`src/verilog/hyp_defines.svh`:
```
`ifndef HYP_DEFINES_SVH
`define HYP_DEFINES_SVH
`define REG_HYP_STATUS          4'h0
`define REG_EXC_DELEGATE        4'h1
`define REG_EXC_DELEGATE_UPPER  4'h2
`define REG_INT_DELEGATE        4'h3
`define ST_GUEST_BIG_ENDIAN     5
`define ST_GUEST_ADDR_FLAG      6
`define ST_PREV_VIRT            7
`define ST_PREV_VIRT_PRIV       8
`define ST_USER_HYP_ALLOW       9
`define ST_GUEST_INT_SEL_LO     12
`define ST_GUEST_INT_SEL_HI     17
`define ST_TRAP_VIRT_MEM        20
`define ST_TRAP_WAIT            21
`define ST_TRAP_SUP_RETURN      22
`define ST_GUEST_WIDTH_LO       32
`define ST_GUEST_WIDTH_HI       33
`define WIDTH_ENC_32            2'h1
`define WIDTH_ENC_64            2'h2
`define GUEST_WIDTH_RESET       2'h2
`define GUEST_INT_COUNT         6'h07
`define GUEST_INT_SEL_RESET     6'h00
`define EXC_DELEG_WRITABLE      64'h0000_0000_000C_B1FF
`define INT_DELEG_WRITABLE      64'h0000_0000_0000_0444
`define DELEG_RESET             64'h0000_0000_0000_0000
`define LOW_WORD_MASK           64'h0000_0000_FFFF_FFFF
`define HIGH_WORD_MASK          64'hFFFF_FFFF_0000_0000
`define PRIV_USER               2'h0
`define PRIV_SUPER              2'h1
`define CODE_GUEST_EXT          6'h0A
`define CODE_GUEST_TIMER        6'h06
`define CODE_GUEST_SOFT         6'h02
`endif

```
`src/verilog/hyp_pkg.sv`:
```
package hyp_pkg;

  typedef enum logic [3:0] {
    INSN_OTHER                  = 4'h0,
    INSN_SUPERVISOR_RETURN      = 4'h1,
    INSN_WAIT_FOR_INTERRUPT     = 4'h2,
    INSN_TRANSLATION_FENCE      = 4'h3,
    INSN_TRANSLATION_INVALIDATE = 4'h4,
    INSN_TRANSLATION_REG_ACCESS = 4'h5,
    INSN_VM_LOAD                = 4'h6,
    INSN_VM_LOAD_EXECUTE        = 4'h7,
    INSN_VM_STORE               = 4'h8,
    INSN_HYP_OTHER              = 4'h9
  } insn_kind_t;

  typedef struct packed {
    logic       is_interrupt;
    logic [5:0] code;
    logic       nominal_priv_s;
    logic       guest_addr;
    logic       machine_deleg;
  } trap_req_t;

  typedef struct packed {
    logic       to_guest;
    logic       to_hyp;
    logic [5:0] cause;
  } trap_route_t;

  typedef struct packed {
    logic virt_insn;
    logic illegal_insn;
  } insn_fault_t;

endpackage : hyp_pkg

```
`src/verilog/hyp_status_unit.sv`:
```
`timescale 1ns/10ps
`default_nettype none
`include "hyp_defines.svh"
// How it works
// - Track virtualization mode; two-stage translation follows it.
// - Hypervisor width 32 hides guest width field.
// - Guest width field keeps only legal encodings.
// - Width grows from 32: guest field widest.
// - Supervisor return traps in guest when enabled.
// - Guest wait traps when enabled, machine trap clear.
// - Guest translation instructions trap when enabled.
// - Guest interrupt selector holds zero to count.
// - User mode vm accesses gated by allow bit.
// - Hypervisor trap saves virtualization mode.
// - Return with mode clear restores saved mode.
// - Guest trap saves nominal privilege, else keep.
// - Saved virtual privilege drives vm access privilege.
// - Guest endianness bit, writable, drives guest accesses.
// - Exception and interrupt delegation registers present.
// - Delegated exception goes to guest when virtual.
// - Fixed writable and zero exception delegation bits.
// - Misaligned-fetch delegation bit writable, alignment 32.
// - Upper exception delegation alias only at 32.
// - Delegated interrupt goes to guest when bit set.
// - Guest interrupt codes translated to supervisor codes.
module hyp_status_unit (
  input  wire logic                CORE_CLK_IN,
  input  wire logic                RESET_IN,
  input  wire logic [3:0]          REG_ADDR_IN,
  input  wire logic [63:0]         REG_WDATA_IN,
  input  wire logic                REG_WRITE_IN,
  input  wire logic                REG_READ_IN,
  output logic      [63:0]         REG_RDATA_OUT,
  input  wire logic                HYP_WIDTH_32_IN,
  input  wire logic                TRAP_VALID_IN,
  input  wire hyp_pkg::trap_req_t  TRAP_REQ_IN,
  output logic                     TRAP_TO_GUEST_OUT,
  output logic                     TRAP_TO_HYP_OUT,
  output logic      [5:0]          TRAP_CAUSE_OUT,
  input  wire logic                SUP_RETURN_IN,
  input  wire logic                MACHINE_RETURN_IN,
  input  wire logic                MACHINE_RETURN_VIRT_IN,
  input  wire logic                INSN_VALID_IN,
  input  wire hyp_pkg::insn_kind_t INSN_KIND_IN,
  input  wire logic [1:0]          CUR_PRIV_IN,
  input  wire logic                MACHINE_WAIT_TRAP_IN,
  output logic                     VIRT_INSN_FAULT_OUT,
  output logic                     ILLEGAL_INSN_OUT,
  output logic                     VIRT_MODE_OUT,
  output logic                     TWO_STAGE_ON_OUT,
  output logic                     GUEST_WIDTH_64_OUT,
  output logic      [5:0]          GUEST_INT_SELECT_OUT,
  output logic                     GUEST_BIG_ENDIAN_OUT,
  output logic                     VM_ACCESS_PRIV_S_OUT
);

  // State
  logic        virt_mode_ff;
  logic        width_32_seen_ff;
  logic [1:0]  guest_width_field_ff;
  logic        trap_sup_return_ff;
  logic        trap_wait_ff;
  logic        trap_virt_mem_ff;
  logic [5:0]  guest_int_select_ff;
  logic        user_hyp_allow_ff;
  logic        prev_virt_ff;
  logic        prev_virt_priv_ff;
  logic        guest_addr_flag_ff;
  logic        guest_big_endian_ff;
  logic [63:0] exc_deleg_ff;
  logic [63:0] int_deleg_ff;
  logic [63:0] rdata_ff;

  // Next values
  wire         nxt_virt_mode;
  wire  [1:0]  nxt_guest_width_field;
  wire         nxt_trap_sup_return;
  wire         nxt_trap_wait;
  wire         nxt_trap_virt_mem;
  wire  [5:0]  nxt_guest_int_select;
  wire         nxt_user_hyp_allow;
  wire         nxt_prev_virt;
  wire         nxt_prev_virt_priv;
  wire         nxt_guest_addr_flag;
  wire         nxt_guest_big_endian;
  wire  [63:0] nxt_exc_deleg;
  wire  [63:0] nxt_int_deleg;
  wire  [63:0] nxt_rdata;

  // Decode
  wire         wr_status;
  wire         wr_exc;
  wire         wr_exc_upper;
  wire         wr_int;
  wire         width_grew;
  wire  [1:0]  wr_width_enc;
  wire         wr_width_legal;
  wire  [5:0]  wr_int_sel;
  wire         wr_int_sel_legal;
  wire  [63:0] exc_wr_en;
  wire  [63:0] exc_wr_data;
  wire  [63:0] int_wr_en;
  wire  [63:0] word_mask;
  wire  [63:0] status_view;
  wire  [63:0] exc_view;
  wire  [63:0] exc_upper_view;
  wire  [63:0] int_view;
  wire  [63:0] rd_sel;

  // Trap and instruction decisions
  hyp_pkg::trap_route_t route;
  hyp_pkg::insn_fault_t fault;
  wire         trap_to_hyp;
  wire         trap_to_machine;

  hyp_trap_route u_route (
    .virt_mode_in  (virt_mode_ff),
    .trap_valid_in (TRAP_VALID_IN),
    .trap_in       (TRAP_REQ_IN),
    .exc_deleg_in  (exc_deleg_ff),
    .int_deleg_in  (int_deleg_ff),
    .route_out     (route)
  );

  hyp_insn_check u_check (
    .insn_valid_in        (INSN_VALID_IN),
    .insn_kind_in         (INSN_KIND_IN),
    .virt_mode_in         (virt_mode_ff),
    .cur_priv_in          (CUR_PRIV_IN),
    .trap_sup_return_in   (trap_sup_return_ff),
    .trap_wait_in         (trap_wait_ff),
    .trap_virt_mem_in     (trap_virt_mem_ff),
    .machine_wait_trap_in (MACHINE_WAIT_TRAP_IN),
    .user_hyp_allow_in    (user_hyp_allow_ff),
    .fault_out            (fault)
  );

  assign trap_to_hyp     = route.to_hyp;
  assign trap_to_machine = TRAP_VALID_IN & ~route.to_guest & ~route.to_hyp;

  // Register strobes
  assign wr_status    = REG_WRITE_IN & (REG_ADDR_IN == `REG_HYP_STATUS);
  assign wr_exc       = REG_WRITE_IN & (REG_ADDR_IN == `REG_EXC_DELEGATE);
  assign wr_exc_upper = REG_WRITE_IN & (REG_ADDR_IN == `REG_EXC_DELEGATE_UPPER)
                      & HYP_WIDTH_32_IN;
  assign wr_int       = REG_WRITE_IN & (REG_ADDR_IN == `REG_INT_DELEGATE);
  assign word_mask    = HYP_WIDTH_32_IN ? `LOW_WORD_MASK : ~`DELEG_RESET;

  // Virtualization mode
  assign nxt_virt_mode = (trap_to_hyp | trap_to_machine) ? 1'b0 :
                         (SUP_RETURN_IN & ~virt_mode_ff) ? prev_virt_ff :
                         MACHINE_RETURN_IN ? MACHINE_RETURN_VIRT_IN :
                         virt_mode_ff;

  // Guest width field
  assign width_grew     = width_32_seen_ff & ~HYP_WIDTH_32_IN;
  assign wr_width_enc   = REG_WDATA_IN[`ST_GUEST_WIDTH_HI:`ST_GUEST_WIDTH_LO];
  assign wr_width_legal = (wr_width_enc == `WIDTH_ENC_32) |
                          (wr_width_enc == `WIDTH_ENC_64);
  assign nxt_guest_width_field =
    width_grew ? `WIDTH_ENC_64 :
    (wr_status & ~HYP_WIDTH_32_IN & wr_width_legal) ? wr_width_enc :
    guest_width_field_ff;

  // Guest interrupt selector, out-of-range writes keep the old value
  assign wr_int_sel       = REG_WDATA_IN[`ST_GUEST_INT_SEL_HI:`ST_GUEST_INT_SEL_LO];
  assign wr_int_sel_legal = (wr_int_sel <= `GUEST_INT_COUNT);
  assign nxt_guest_int_select = (wr_status & wr_int_sel_legal) ? wr_int_sel
                                                               : guest_int_select_ff;

  // Software-only control bits
  assign nxt_trap_sup_return  = wr_status ? REG_WDATA_IN[`ST_TRAP_SUP_RETURN]
                                          : trap_sup_return_ff;
  assign nxt_trap_wait        = wr_status ? REG_WDATA_IN[`ST_TRAP_WAIT]
                                          : trap_wait_ff;
  assign nxt_trap_virt_mem    = wr_status ? REG_WDATA_IN[`ST_TRAP_VIRT_MEM]
                                          : trap_virt_mem_ff;
  assign nxt_user_hyp_allow   = wr_status ? REG_WDATA_IN[`ST_USER_HYP_ALLOW]
                                          : user_hyp_allow_ff;
  assign nxt_guest_big_endian = wr_status ? REG_WDATA_IN[`ST_GUEST_BIG_ENDIAN]
                                          : guest_big_endian_ff;

  // Trap-written bits; a hypervisor trap in the same cycle wins over a software write
  assign nxt_prev_virt = trap_to_hyp ? virt_mode_ff :
                         wr_status ? REG_WDATA_IN[`ST_PREV_VIRT] : prev_virt_ff;
  assign nxt_prev_virt_priv =
    (trap_to_hyp & virt_mode_ff) ? TRAP_REQ_IN.nominal_priv_s :
    trap_to_hyp ? prev_virt_priv_ff :
    wr_status ? REG_WDATA_IN[`ST_PREV_VIRT_PRIV] : prev_virt_priv_ff;
  assign nxt_guest_addr_flag = trap_to_hyp ? TRAP_REQ_IN.guest_addr :
                               wr_status ? REG_WDATA_IN[`ST_GUEST_ADDR_FLAG]
                                         : guest_addr_flag_ff;

  // Delegation write lanes; the upper alias lands in bits 63:32
  assign exc_wr_en   = wr_exc ? word_mask :
                       wr_exc_upper ? `HIGH_WORD_MASK : `DELEG_RESET;
  assign exc_wr_data = wr_exc_upper ? {REG_WDATA_IN[31:0], 32'h0000_0000}
                                    : REG_WDATA_IN;
  assign int_wr_en   = wr_int ? word_mask : `DELEG_RESET;

  localparam logic [63:0] EXC_WRITABLE = `EXC_DELEG_WRITABLE;
  localparam logic [63:0] INT_WRITABLE = `INT_DELEG_WRITABLE;

  genvar b;
  generate
    for (b = 0; b < 64; b = b + 1) begin : g_deleg
      // Read-only-zero bits never hold a one
      assign nxt_exc_deleg[b] = EXC_WRITABLE[b] &
                                (exc_wr_en[b] ? exc_wr_data[b] : exc_deleg_ff[b]);
      assign nxt_int_deleg[b] = INT_WRITABLE[b] &
                                (int_wr_en[b] ? REG_WDATA_IN[b] : int_deleg_ff[b]);
    end
  endgenerate

  // Read views
  assign status_view[`ST_GUEST_BIG_ENDIAN-1:0]   = 5'h00;
  assign status_view[`ST_GUEST_BIG_ENDIAN]       = guest_big_endian_ff;
  assign status_view[`ST_GUEST_ADDR_FLAG]        = guest_addr_flag_ff;
  assign status_view[`ST_PREV_VIRT]              = prev_virt_ff;
  assign status_view[`ST_PREV_VIRT_PRIV]         = prev_virt_priv_ff;
  assign status_view[`ST_USER_HYP_ALLOW]         = user_hyp_allow_ff;
  assign status_view[`ST_GUEST_INT_SEL_LO-1:10]  = 2'h0;
  assign status_view[`ST_GUEST_INT_SEL_HI:`ST_GUEST_INT_SEL_LO] = guest_int_select_ff;
  assign status_view[`ST_TRAP_VIRT_MEM-1:18]     = 2'h0;
  assign status_view[`ST_TRAP_VIRT_MEM]          = trap_virt_mem_ff;
  assign status_view[`ST_TRAP_WAIT]              = trap_wait_ff;
  assign status_view[`ST_TRAP_SUP_RETURN]        = trap_sup_return_ff;
  assign status_view[`ST_GUEST_WIDTH_LO-1:23]    = 9'h000;
  assign status_view[`ST_GUEST_WIDTH_HI:`ST_GUEST_WIDTH_LO] =
    HYP_WIDTH_32_IN ? 2'h0 : guest_width_field_ff;
  assign status_view[63:`ST_GUEST_WIDTH_HI+1]    = 30'h0000_0000;

  assign exc_view       = exc_deleg_ff & word_mask;
  assign exc_upper_view = HYP_WIDTH_32_IN ? {32'h0000_0000, exc_deleg_ff[63:32]}
                                          : `DELEG_RESET;
  assign int_view       = int_deleg_ff & word_mask;

  assign rd_sel = (REG_ADDR_IN == `REG_HYP_STATUS)         ? status_view :
                  (REG_ADDR_IN == `REG_EXC_DELEGATE)       ? exc_view :
                  (REG_ADDR_IN == `REG_EXC_DELEGATE_UPPER) ? exc_upper_view :
                  (REG_ADDR_IN == `REG_INT_DELEGATE)       ? int_view :
                  `DELEG_RESET;
  // Read data stand for one cycle only, zero otherwise
  assign nxt_rdata = REG_READ_IN ? rd_sel : `DELEG_RESET;

  // Registers
  always_ff @(posedge CORE_CLK_IN) begin
    if (RESET_IN) begin
      virt_mode_ff         <= 1'b0;
      width_32_seen_ff     <= 1'b0;
      guest_width_field_ff <= `GUEST_WIDTH_RESET;
      trap_sup_return_ff   <= 1'b0;
      trap_wait_ff         <= 1'b0;
      trap_virt_mem_ff     <= 1'b0;
      guest_int_select_ff  <= `GUEST_INT_SEL_RESET;
      user_hyp_allow_ff    <= 1'b0;
      prev_virt_ff         <= 1'b0;
      prev_virt_priv_ff    <= 1'b0;
      guest_addr_flag_ff   <= 1'b0;
      guest_big_endian_ff  <= 1'b0;
      exc_deleg_ff         <= `DELEG_RESET;
      int_deleg_ff         <= `DELEG_RESET;
      rdata_ff             <= `DELEG_RESET;
    end else begin
      virt_mode_ff         <= nxt_virt_mode;
      width_32_seen_ff     <= HYP_WIDTH_32_IN;
      guest_width_field_ff <= nxt_guest_width_field;
      trap_sup_return_ff   <= nxt_trap_sup_return;
      trap_wait_ff         <= nxt_trap_wait;
      trap_virt_mem_ff     <= nxt_trap_virt_mem;
      guest_int_select_ff  <= nxt_guest_int_select;
      user_hyp_allow_ff    <= nxt_user_hyp_allow;
      prev_virt_ff         <= nxt_prev_virt;
      prev_virt_priv_ff    <= nxt_prev_virt_priv;
      guest_addr_flag_ff   <= nxt_guest_addr_flag;
      guest_big_endian_ff  <= nxt_guest_big_endian;
      exc_deleg_ff         <= nxt_exc_deleg;
      int_deleg_ff         <= nxt_int_deleg;
      rdata_ff             <= nxt_rdata;
    end
  end

  // Outputs
  assign REG_RDATA_OUT        = rdata_ff;
  assign TRAP_TO_GUEST_OUT    = route.to_guest;
  assign TRAP_TO_HYP_OUT      = route.to_hyp;
  assign TRAP_CAUSE_OUT       = route.cause;
  assign VIRT_INSN_FAULT_OUT  = fault.virt_insn;
  assign ILLEGAL_INSN_OUT     = fault.illegal_insn;
  assign VIRT_MODE_OUT        = virt_mode_ff;
  assign TWO_STAGE_ON_OUT     = virt_mode_ff;
  assign GUEST_WIDTH_64_OUT   = ~HYP_WIDTH_32_IN &
                                (guest_width_field_ff == `WIDTH_ENC_64);
  assign GUEST_INT_SELECT_OUT = guest_int_select_ff;
  assign GUEST_BIG_ENDIAN_OUT = guest_big_endian_ff;
  assign VM_ACCESS_PRIV_S_OUT = prev_virt_priv_ff;

endmodule : hyp_status_unit
`default_nettype wire

```
`src/verilog/hyp_trap_route.sv`:
```
`timescale 1ns/10ps
`default_nettype none
`include "hyp_defines.svh"
module hyp_trap_route (
  input  wire logic              virt_mode_in,
  input  wire logic              trap_valid_in,
  input  wire hyp_pkg::trap_req_t trap_in,
  input  wire logic [63:0]       exc_deleg_in,
  input  wire logic [63:0]       int_deleg_in,
  output hyp_pkg::trap_route_t   route_out
);
  wire       deleg_bit;
  wire       to_guest;
  wire [5:0] guest_code;

  assign deleg_bit = trap_in.is_interrupt ? int_deleg_in[trap_in.code]
                                          : exc_deleg_in[trap_in.code];
  assign to_guest = trap_valid_in & trap_in.machine_deleg & deleg_bit
                  & (trap_in.is_interrupt | virt_mode_in);
  // Guest-level interrupt codes are seen by the guest as supervisor codes
  assign guest_code = (trap_in.is_interrupt &&
                       (trap_in.code == `CODE_GUEST_EXT ||
                        trap_in.code == `CODE_GUEST_TIMER ||
                        trap_in.code == `CODE_GUEST_SOFT))
                      ? trap_in.code - 6'h01 : trap_in.code;

  assign route_out.to_guest = to_guest;
  assign route_out.to_hyp   = trap_valid_in & trap_in.machine_deleg & ~to_guest;
  assign route_out.cause    = to_guest ? guest_code : trap_in.code;
endmodule : hyp_trap_route
`default_nettype wire

```
`src/verilog/hyp_insn_check.sv`:
```
`timescale 1ns/10ps
`default_nettype none
`include "hyp_defines.svh"
module hyp_insn_check (
  input  wire logic                insn_valid_in,
  input  wire hyp_pkg::insn_kind_t insn_kind_in,
  input  wire logic                virt_mode_in,
  input  wire logic [1:0]          cur_priv_in,
  input  wire logic                trap_sup_return_in,
  input  wire logic                trap_wait_in,
  input  wire logic                trap_virt_mem_in,
  input  wire logic                machine_wait_trap_in,
  input  wire logic                user_hyp_allow_in,
  output hyp_pkg::insn_fault_t     fault_out
);
  wire in_guest_super;
  wire in_host_user;
  wire is_vm_access;
  wire is_hyp_insn;
  wire is_translation;
  wire guest_trap;

  assign in_guest_super = virt_mode_in & (cur_priv_in == `PRIV_SUPER);
  assign in_host_user   = ~virt_mode_in & (cur_priv_in == `PRIV_USER);
  assign is_vm_access   = (insn_kind_in == hyp_pkg::INSN_VM_LOAD) |
                          (insn_kind_in == hyp_pkg::INSN_VM_LOAD_EXECUTE) |
                          (insn_kind_in == hyp_pkg::INSN_VM_STORE);
  assign is_hyp_insn    = is_vm_access | (insn_kind_in == hyp_pkg::INSN_HYP_OTHER);
  assign is_translation = (insn_kind_in == hyp_pkg::INSN_TRANSLATION_FENCE) |
                          (insn_kind_in == hyp_pkg::INSN_TRANSLATION_INVALIDATE) |
                          (insn_kind_in == hyp_pkg::INSN_TRANSLATION_REG_ACCESS);
  // Wait in the guest traps at once, without waiting for a time limit
  assign guest_trap =
    ((insn_kind_in == hyp_pkg::INSN_SUPERVISOR_RETURN) & trap_sup_return_in) |
    ((insn_kind_in == hyp_pkg::INSN_WAIT_FOR_INTERRUPT) & trap_wait_in
      & ~machine_wait_trap_in) |
    (is_translation & trap_virt_mem_in);

  assign fault_out.virt_insn    = insn_valid_in & in_guest_super & guest_trap;
  assign fault_out.illegal_insn = insn_valid_in & in_host_user & is_hyp_insn
                                & ~(user_hyp_allow_in & is_vm_access);
endmodule : hyp_insn_check
`default_nettype wire

```
`config.mk`:
```
export PLATFORM = sky130hd
export DESIGN_NAME = hyp_status_unit
export DESIGN_NICKNAME = d
export VERILOG_FILES = /design/src/verilog/hyp_pkg.sv /design/src/verilog/hyp_status_unit.sv /design/src/verilog/hyp_trap_route.sv /design/src/verilog/hyp_insn_check.sv
export VERILOG_INCLUDE_DIRS = /design/src /design/src/verilog
export SDC_FILE = /design/constraint.sdc
export NUM_CORES = 1
export LEC_CHECK = 0
export BUFFER_PORTS_ARGS = -buffer_cell sky130_fd_sc_hd__buf_4
export CORE_ASPECT_RATIO = 1.5
export CORE_MARGIN = 10
export CORE_UTILIZATION = 30
export CTS_CLUSTER_SIZE = 40
export DETAILED_ROUTE_END_ITERATION = 16
export SYNTH_ARGS = -nofsm -noshare
export SYNTH_HDL_FRONTEND = slang
export SYNTH_SLANG_ARGS = --single-unit
```
`constraint.sdc`:
```
create_clock -name CORE_CLK_IN -period 2.2 [get_ports CORE_CLK_IN]
set_input_delay 0.44 -clock CORE_CLK_IN [delete_from_list [all_inputs] [get_ports CORE_CLK_IN]]
set_output_delay 0.44 -clock CORE_CLK_IN [all_outputs]
set_load 0.005 [all_outputs]
```
==> results summary, run 1 <==
The flow ran to the end, but the final reports show violations. The final reports fail on negative setup slack. The growth of design area from synthesis to finish is 40.4%.

The largest vdd supply drop came out at 0.445 mV. Row generation in the floorplan step produced 43 rows. The proportion of register bits with asynchronous set or reset after synthesis is 0. The slack of the critical path came out at -0.143 ns. The floorplan die area came out at 13,800 µm². The synthesized area per cell came out at 9.41 µm².

The total power density per cell area is 683 nW/µm². The global-route wire length before repair came out at 13.0 mm. The tree is rooted in a sky130_fd_sc_hd__clkbuf_16. The worst hold path begins at TRAP_VALID_IN. The placeable core region is 9200 µm². The switching power total came out at 0.571 mW.

The CTS buffer count came out at 9. Counting every sink on the clock net gives 59. The start-to-end type of the worst setup path is flip-flop to output pin. Counting flops and latches in the post-synthesis netlist gives 59.

The register-to-register path setup slack is 0.18 ns. The critical path required time came out at 1.76 ns. The synthesized instance count came out at 300. The detailed-route DRC error count is 0. The endpoint identified for the worst register-to-register timing path is VM_ACCESS_PRIV_S_OUT.

Of the cells placed in the final design, the portion with a size suffix greater than 1 is 0.369. The switching share of total power is 0.211. Setup repair after global routing could not meet its margin everywhere. The total of buffers placed on input and output ports is 99. The total I/O pin count is 180.

The number of stages on the worst hold path came out at 2. The initial utilization of the core area, before any placement, comes to 0.307. The hold violation total from the final report is 0. The number of antenna diodes in the final layout is 0.

The sum of routed wire length over all layers is 8.22 mm. The number of unique standard cell types used by synthesis is 48. Summed over all layers, the global routing overflow is 0.

The arrival time reported for the critical path endpoint came out at 1.90 ns. For the final database, setup skew stands at 0.00685 ns. The most used flip-flop cell after synthesis is sky130_fd_sc_hd__dfxtp_1. In this run the remaining antenna-violating nets after routing total 0. The maximum clock rate came out at 0.427 GHz. The detailed-route via count is 2,362.

The sequential cell fraction of total power came out at 0.402. Counting flops with a built-in enable in the synthesized netlist gives 0. The routed length per instance came out at 15.6 µm. The width of the die is 99.2 µm. For this block, the initial DRC count from the detailed router was 126. The mean number of vias per cell came out at 4.48. The max-slew violation count came out at 0. The clock latency on the worst-skew pair is 0.32 ns. The Yosys step of the flow raised 0 warnings.

The sequential share of the synthesized area came out at 0.418. The tightest min-delay check is of the input pin to flip-flop type. The initial antenna violation count was 0. The max capacitance violation total came out at 0. The mapped cell area is 2820 µm². The worst-case hold slack came out at 0.321 ns. The number of iterations in the first detailed-routing pass is 4. The sink of the worst hold path is TWO_STAGE_ON_OUT.

The smallest clock period supported by the final layout is computed as 2.34 ns. The count of final setup violators came out at 2. The post-route standard cell area excluding fillers came out at 3960 µm². Once detailed placement completed, the half-perimeter wirelength came to 6.64 mm. For this run, the post-layout net count is 508. The worst register-to-register path has a depth of 6. The die is 139 µm tall.

The worst setup path is launched from a flip-flop. The number of global-route vias before repair is 2,581. TritonCTS built the clock tree. The clock network power share came out at 0.507. The maximum fanout along the worst path is 3. The clock-pin transition on the worst setup and hold timing paths is 0.05 ns.

Entering global routing, the biggest net connects 33 pins. In this run the static leakage power is 2.01 nW. The total global routing track utilization is 0.117.

Of the available clock period, the critical path in the final layout requires 1.06. The post-detailed-placement cell area is 3610 µm². The final weighted congestion in routability-driven placement is 0.788. The worst setup path is captured at an output pin. Counting along the longest clock path gives a buffer depth of 2.

In this run the critical register-to-register path is launched from exc_deleg_ff[6]. The internal power contribution is 2.14 mW. The number of H-tree branching levels came out at 3. The proportion of power drawn by combinational gates came out at 0.091. The fill cell instance count of the final layout came out at 903.
## placed cells by master (no fill, tap or decap), types with 3 or more instances in the layout
master	instances
sky130_fd_sc_hd__conb_1	40
sky130_fd_sc_hd__mux2i_1	31
sky130_fd_sc_hd__nor3_1	3
sky130_fd_sc_hd__nand3_1	4
sky130_fd_sc_hd__a22o_1	6
sky130_fd_sc_hd__mux2_1	3
sky130_fd_sc_hd__inv_1	9
sky130_fd_sc_hd__nand4_1	4
sky130_fd_sc_hd__mux2_2	5
sky130_fd_sc_hd__clkbuf_16	9
sky130_fd_sc_hd__dfxtp_1	54
sky130_fd_sc_hd__nor2b_1	3
sky130_fd_sc_hd__nor3b_1	3
sky130_fd_sc_hd__a21oi_1	9
sky130_fd_sc_hd__a31oi_1	3
sky130_fd_sc_hd__nand2_1	7
sky130_fd_sc_hd__nor2_1	40
sky130_fd_sc_hd__and2_1	6
sky130_fd_sc_hd__buf_4	117
sky130_fd_sc_hd__and3_1	16
sky130_fd_sc_hd__dfxtp_2	5
## power groups by stage
stage	clock (mW)	combinational, mW	sequential [mW]
after global placement	0	0.235	1.11
after CTS	1.40	0.243	1.09
after floorplan	0	0.158	1.11
final	1.37	0.247	1.09
after global routing	1.46	0.273	1.09
after detailed placement	0	0.240	1.11
## logic make-up (layout without fill, tap and decap cells)
family	Yosys count	after routing	synth area share
AOI/OAI and AO/OA	33	33	0.0926
xor gates and xnor gates	1	1	0.00310
adders and majority gates	2	2	0.00886
buffers and inverters	66	142	0.147
DFF	59	59	0.418
muxes	40	40	0.150
other	1	40	0.00133
and+or+nand+nor	98	98	0.179
## registers in the layout, indices dropped and copies added, names as in the netlist, 2 cells and up
name and cells:
GUEST_INT_SELECT_OUT 6, guest_width_field_ff 2, int_deleg_ff 3, exc_deleg_ff 14
REG_RDATA_OUT 24
## cells in the mapped netlist, drive strengths merged, types with 2 or more instances
library cell / number / area [µm²]
mux2: 8 / 90.1
inv: 9 / 33.8
and3: 16 / 100
nor2: 41 / 156
nand2b: 2 / 12.5
o21ai: 2 / 10.0
a22o: 6 / 52.6
nor3b: 3 / 22.5
and2: 7 / 43.8
nand3: 4 / 20.0
or4: 2 / 15.0
nor2b: 3 / 18.8
nand4: 4 / 25.0
buf: 45 / 337
a21oi: 9 / 45.0
ha: 2 / 25.0
a311oi: 2 / 35.0
a31oi: 3 / 18.8
dfxtp: 59 / 1180
nand2: 8 / 32.5
nor3: 3 / 15.0
clkbuf: 12 / 45.0
mux2i: 31 / 310
## critical path: stages, from the launching register on
cell and delay (ns):
sky130_fd_sc_hd__dfxtp_2 0.33, sky130_fd_sc_hd__mux4_2 0.47, sky130_fd_sc_hd__a22oi_2 0.20, sky130_fd_sc_hd__o2111ai_4 0.16, sky130_fd_sc_hd__a311oi_4 0.26, sky130_fd_sc_hd__buf_4 0.17
## final cells by class
class,instances,area (µm²),area share
multi-input combinational,214,1410,0.355
sequential,59,1190,0.300
timing repair buffer,118,898,0.227
clock buffer,13,260,0.0657
tap,112,140,0.0354
clock inverter,2,35.0,0.00884
inverter,9,33.8,0.00853
## routing by layer
layer	GRT usage	share of wire
met1	0.123	0.40
met2	0.202	0.51
met3	0.0514	0.082
met4	0.0363	0.0099
met5	0	0
## what timing repair did
action	in CTS	in global routing
buffers inserted	0	2
pin swaps	4	5
resized for setup	7	3
cloned	0	0
hold buffers	0	0
endpoints found under the setup margin	6	5
## how the worst max path moves through the flow
stage | cells past startpoint | startpoint | endpoint
after detailed placement | 7 | TRAP_REQ_IN[4] | VM_ACCESS_PRIV_S_OUT
after floorplan | 6 | TRAP_REQ_IN[4] | VM_ACCESS_PRIV_S_OUT
after CTS | 5 | exc_deleg_ff[6] | TRAP_TO_HYP_OUT
after global placement | 6 | TRAP_REQ_IN[4] | TRAP_TO_HYP_OUT
final | 5 | exc_deleg_ff[6] | TRAP_TO_HYP_OUT
after global routing | 5 | exc_deleg_ff[6] | TRAP_TO_HYP_OUT
## through the flow
step           total power [mW]  setup WS (ns)   util  std cells  TNS [ns]
6_report                   2.71         -0.143  0.431        527    -0.226
5_1_grt                    2.82         -0.222  0.431        527    -0.452
4_1_cts                    2.73         -0.161  0.427        525    -0.258
3_5_place_dp               1.35        -0.0985  0.392        510    -0.341
3_3_place_gp               1.34        -0.0867  0.392        510    -0.284
2_1_floorplan              1.27         0.0905      -        339         0
(Power assumes the default switching activity.)
==> run 2, diff against run 1 <==
- CELL_PAD_IN_SITES_DETAIL_PLACEMENT: default -> 1
- CELL_PAD_IN_SITES_GLOBAL_PLACEMENT: default -> 1
- PLACE_DENSITY_LB_ADDON: default -> 0.1
- clock period: 2.2 -> 2.7 ns (I/O delays scaled with it)
==> results summary, run 2 (synthesis results as in run 1) <==
The reg-to-reg startpoint is exc_deleg_ff[6]. Traced cell by cell, the critical path runs through buf_4, mux4_2, a22oi_2, o2111ai_2, a311oi_4, buf_4. The number of global-route vias before repair came to 2,600. Setup repair after global routing left no endpoint under its margin.

The library cells used most frequently in the layout, excluding fill and tap cells, are 108 x sky130_fd_sc_hd__buf_4, 59 x sky130_fd_sc_hd__dfxtp_1, 40 x sky130_fd_sc_hd__nor2_1, 40 x sky130_fd_sc_hd__conb_1, 31 x sky130_fd_sc_hd__mux2i_1. Clock tree synthesis found a total of 59 sinks. The internal power contribution is 1.71 mW. The maximum single-stage delay on the critical path came out at 0.52 ns. The register-to-register path setup slack came out at 0.63 ns.

The final weighted congestion in routability-driven placement came out at 0.695. The cell row count came out at 43. Detailed placement finished with a half-perimeter wire length of 7.08 mm. The CTS buffer count came out at 9.

The number of antenna diodes is 0. The critical path starts at TRAP_REQ_IN[4]. The total I/O pin count is 180. The setup path with the least slack is of type input pin to output pin.

The maximum clock rate came out at 0.389 GHz. After global routing the overflow that remains totals 0. The initial antenna violation count is 0. The endpoint class of the critical path is an output pin. In this run the static leakage power is 1.94 nW. Of the total power, the clock network draws 0.508.

STA classifies the critical path startpoint as an input pin. After filler insertion, the fill cell instance count of the layout stands at 1,092. IR analysis of the VDD net gives a maximum drop of 0.330 mV. After detailed routing, the total wire length is 8.75 mm. The run finished with clean final reports. The number of nets in the final layout is 498. The total of buffers placed on input and output ports came out at 99.

The switching power total is 0.480 mW. The first routing iteration left 55 violations. The largest individual stage delay along the critical path comes from the cell sky130_fd_sc_hd__mux4_2.

Across all layers, the routed design uses 2,338 vias. The post-layout total power is 2.19 mW. The CTS tree is built. The area occupied by multi-input gates came out at 1370 µm². The detailed-route DRC error count is 0.

The total power density per cell area is 571 nW/µm². The growth of design area from synthesis to finish is 35.8%. The count of nets left with antenna violations once routing finished came out at 0. The proportion of power drawn by combinational gates is 0.087. Entering global routing, the biggest net connects 33 pins.

The flip-flop count of the largest register after layout came out at 24. The worst reg2reg path depth came out at 6. The clock-pin transition on the worst setup and hold timing paths came out at 0.05 ns.

The minimum clock period is 2.57 ns. The clock tree synthesis step divided the H-tree into 3 levels. From left edge to right edge, the die measures 99.2 µm. The max-slew violation count is 0. The hold violation total from the final report came out at 0. The count of final setup violators came out at 0. Of the total power, the share spent switching nets is 0.219.

The maximum fanout along the worst path came out at 8. The height of the chip came out at 139 µm. The routed length per instance is 16.9 µm. The floorplan die area came out at 13,800 µm².

The end point of the critical path is TRAP_TO_HYP_OUT. The accumulated negative setup slack is 0 ns. The share of the clock period used by the worst path is 0.952.

The critical path required time is 2.16 ns. The arrival time reported for the critical path endpoint is 2.03 ns. The path class of the tightest hold or removal check is input pin to flip-flop. The sequential cell fraction of total power came out at 0.405. The placeable core region came out at 9200 µm². The mean number of vias per cell came out at 4.51. The cell that appears most often on the critical path is sky130_fd_sc_hd__buf_4. The starting density of the core is 0.307. The total global routing track utilization is 0.125. The final clock skew is 0.00618 ns. In this run the critical register-to-register path is captured at VM_ACCESS_PRIV_S_OUT.

The register area came out at 1180 µm². The number of gates resized after CTS was 0. The global-route wire length before repair is 13.7 mm. Leaving out fill and tap cells, the most frequent cell in the layout is sky130_fd_sc_hd__buf_4. The buffer depth of the longest clock path came out at 2. Across the run, the number of max-cap violations was 0. At the later pin of the worst-skew pair, clock insertion delay measures 0.32 ns. The number of buffers inserted by hold repair at cts is 0. Clock tree synthesis selected as its root buffer the cell sky130_fd_sc_hd__clkbuf_16. Of the cells placed in the final design, the portion with a size suffix greater than 1 is 0.337. The setup fix buffers added after clock tree synthesis is 0. The pre-antenna-repair detailed-routing pass consisted of 4 iterations.
==> run 2: layout make-up <==
| type | instances | area share |
|---|---|---|
| timing repair buffer | 108 | 0.211 |
| inverter | 9 | 0.00881 |
| tap | 112 | 0.0366 |
| clock inverter | 5 | 0.0137 |
| clock buffer | 11 | 0.0633 |
| multi-input combinational | 214 | 0.358 |
| sequential | 59 | 0.308 |
==> run 2: critical path, delay by kind of cell <==
family | cells | cell delay (ns)
mux | 1 | 0.52
buf+inv | 2 | 0.32
compound gates | 3 | 0.64
==> run 2: routing by layer <==
layer,global-route usage,wire [µm]
met5,0,0
met4,0.0477,110
met3,0.0444,620
met2,0.229,4700
met1,0.123,3320
==> run 2: power by group through the flow <==
stage / clock (mW) / sequential (mW) / combinational (mW)
after floorplan: 0 / 0.902 / 0.129
after global placement: 0 / 0.905 / 0.187
after detailed placement: 0 / 0.905 / 0.190
after CTS: 1.15 / 0.886 / 0.191
after global routing: 1.19 / 0.887 / 0.212
final: 1.11 / 0.887 / 0.190
==> run 2: how the worst min path moves through the flow <==
stage	startpoint	depth (start not counted)	endpoint	slack (ns)
6_report	TRAP_VALID_IN	2	TWO_STAGE_ON_OUT	0.42
3_5_place_dp	int_deleg_ff[10]	2	REG_RDATA_OUT[10]	0.46
4_1_cts	TRAP_VALID_IN	2	TWO_STAGE_ON_OUT	0.41
5_1_grt	TRAP_VALID_IN	2	TWO_STAGE_ON_OUT	0.42
2_1_floorplan	int_deleg_ff[10]	2	REG_RDATA_OUT[10]	0.42
3_3_place_gp	width_32_seen_ff	2	guest_width_field_ff[1]	0.46
==> run 2: stage by stage <==
stage          instance area [µm²]  setup WS [ns]  hold slack [ns]  cells  utilization
3_3_place_gp                  3540          0.146            0.457    502        0.385
6_report                      3830          0.129            0.425    518        0.417
5_1_grt                       3830        0.00184            0.420    518        0.417
4_1_cts                       3830          0.113            0.414    518        0.417
2_1_floorplan                 2970          0.418            0.422    339            -
3_5_place_dp                  3540          0.117            0.461    502        0.385
==> run 3, diff against run 2 <==
- CAP_MARGIN: default -> 0
- CTS_BUF_LIST: default -> sky130_fd_sc_hd__clkbuf_4
- RECOVER_POWER: default -> 25
==> results summary, run 3 (synthesis results as in run 1) <==
The top cell types in the final layout, fill and taps aside, are 102 x sky130_fd_sc_hd__buf_4, 59 x sky130_fd_sc_hd__dfxtp_1, 40 x sky130_fd_sc_hd__nor2_1, 40 x sky130_fd_sc_hd__conb_1, 31 x sky130_fd_sc_hd__mux2i_1. The total of buffers placed on input and output ports is 99. The number of global-route vias before repair came out at 2,607. The max capacitance violation total came out at 1. The minimum clock period came out at 2.57 ns. The number of antenna-violating nets in the routed design came out at 0. The arrival time reported for the critical path endpoint came out at 2.03 ns. The critical path starts at TRAP_REQ_IN[4]. The worst setup path is captured at an output pin. The path class of the tightest hold or removal check is input pin to flip-flop. The reg-to-reg startpoint is exc_deleg_ff[6].

Setup repair after global routing left no endpoint under its margin. In the routed layout, each cell is associated on average with a via count of 4.52. The worst pin sits at a relative slew slack of -0.0436. The violation count after the first detailed-routing iteration is 56. The post-layout total power came out at 1.68 mW. The flip-flop count of the largest register after layout is 24. The number of sinks driven by the clock tree is 59. The leading cell type in the layout, fill and taps excluded is sky130_fd_sc_hd__buf_4. In this run the number of H-tree levels came out at 3. The area occupied by multi-input gates came out at 1380 µm². The clock-pin transition on the worst setup and hold timing paths is 0.09 ns. The max-slew violation count came out at 33. In this run the most critical hold path is launched from TRAP_VALID_IN.

The accumulated negative setup slack is 0 ns. The share of the clock period used by the worst path is 0.952. For this configuration, the core starts out at a cell density of 0.307. The run finished, with violations left. At the end of the flow, the number of nets in the layout was 498. The sum of net half-perimeters after detailed placement came out at 7.08 mm. The sum of overflow across all layers after global routing came out at 0. The CTS buffer count came out at 9. The worst-case hold slack came out at 0.354 ns. At the later pin of the worst-skew pair, clock insertion delay measures 0.39 ns. The height of the chip came out at 139 µm. The final reports fail on max-capacitance violations, max-slew violations.

TritonCTS built the clock tree. The sum of routed wire length over all layers came out at 8.75 mm. The area growth from synthesis to layout is 29.8%. The longest clock path from root to sink contains 2 buffers.

The final weighted congestion in routability-driven placement came out at 0.695. The critical path required time is 2.16 ns. The critical path is of the input pin to output pin type. The global-route wire length before repair came out at 13.6 mm. Counting the fill cells in the layout gives 1,109.

Among cell families on the critical path, the largest total delay comes from compound AO/OA/AOI/OAI gates. The actual slew at the worst max-slew pin is 1.57 ns. Detailed routing inserted a total of 2,345 vias. The floorplan die area came out at 13,800 µm².

The routed length per instance is 16.9 µm. Setup violations remaining at the end of the flow were counted as 0. The total global routing track utilization came out at 0.125.

The total I/O pin count is 180. Before antenna repair, the detailed router went through 3 iterations. The initial antenna violation count is 1. Counting stages on the worst path, the most repeated cell is sky130_fd_sc_hd__buf_4. Traced cell by cell, the critical path runs through buf_4, mux4_2, a22oi_2, o2111ai_2, a311oi_4, buf_4.

The detailed-route DRC error count is 0. The met2 layer usage reported by global route came out at 0.230. The fraction of met3 tracks used by global routing came out at 0.0444.

The maximum fanout along the worst path is 8. The total power density per cell area is 459 nW/µm². The type of element launching the critical path is an input pin. After global routing, the most crowded layer is met2. The hold violation total from the final report is 0. Across the VDD grid, the largest voltage drop is 0.213 mV.

The width of the die is 99.2 µm. The maximum clock rate came out at 0.389 GHz. The maximum single-stage delay on the critical path is 0.52 ns. Together, buffers and inverters on the worst path number 2. The tree is rooted in a sky130_fd_sc_hd__clkbuf_4.

The floorplan has 43 rows. The slowest library cell on the worst path is sky130_fd_sc_hd__mux4_2. Summed over all cells, the static leakage comes to 1.86 nW. The final clock skew came out at 0.0148 ns.

In the final layout, the share of cells above drive strength 1 is 0.330. For met1 alone, demand over resource in global routing was 0.122. The register area came out at 1180 µm². The pin count of the biggest net entering global routing came out at 33. The placeable core region is 9200 µm².
## run 3: cell count changes in the layout (fill, tap and decap cells not counted)
cell,before,now
sky130_fd_sc_hd__nor4_2,0,1
sky130_fd_sc_hd__buf_4,108,102
sky130_fd_sc_hd__nor4_1,1,0
sky130_fd_sc_hd__diode_2,0,1
sky130_fd_sc_hd__clkbuf_1,1,4
sky130_fd_sc_hd__clkbuf_8,1,0
sky130_fd_sc_hd__clkinv_1,0,1
sky130_fd_sc_hd__clkbuf_16,9,0
sky130_fd_sc_hd__clkbuf_4,0,12
## run 3: area by class of cell
cell class / count / area share
clock inverters: 6 / 0.0154
flip-flops and latches: 59 / 0.322
multi-input cells: 214 / 0.376
diodes: 1 / 0.000683
repair buffers: 108 / 0.217
clock buffers: 10 / 0.0205
well taps: 112 / 0.0383
inverters: 9 / 0.00922
## run 3: report_power, final
part / internal, mW / total, mW / leakage, nW / switching, mW
Clock: 0.285 / 0.608 / 0.0736 / 0.323
Combinational: 0.0935 / 0.188 / 1.31 / 0.0949
Sequential: 0.878 / 0.884 / 0.476 / 0.00645
## run 3: stage by stage
step / cell area [µm²] / setup WS, ns / cells / utilization
after floorplan: 2970 / 0.418 / 339 / -
after global placement: 3540 / 0.146 / 502 / 0.385
after detailed placement: 3540 / 0.117 / 502 / 0.385
after CTS: 3670 / 0.103 / 518 / 0.399
after global routing: 3660 / 0.0134 / 519 / 0.398
final: 3660 / 0.129 / 519 / 0.398
## run 3: worst reg2reg max path: cells and delay by family (launching register included)
family	cells	cell delay [ns]
AO/OA/AOI/OAI	3	0.64
flip-flops	1	0.34
multiplexers	2	0.80
buffers and inverters	1	0.17
## run 3: layer usage
layer / vias to the layer above / wire length (µm) / part of all wire
met2: 84 / 4730 / 0.54
met1: 1102 / 3310 / 0.38
met3: 6 / 624 / 0.071
met5: - / 0 / 0
met4: 0 / 85 / 0.0097
li1: 1153 / - / -
## run 3: path summary, 6_finish.rpt
check,end,slack [ns],cells after the start
setup / recovery,TRAP_TO_HYP_OUT,0.13,6
hold / removal,TWO_STAGE_ON_OUT,0.35,2
setup reg to reg,guest_addr_flag_ff,0.63,6
hold reg to reg,REG_RDATA_OUT[10],0.47,2
## run 3: timing repair
item / CTS / global route
endpoints found under the setup margin: 0 / 1
buffers inserted: 0 / 0
gates resized for setup: 0 / 1
hold buffers: 0 / 0
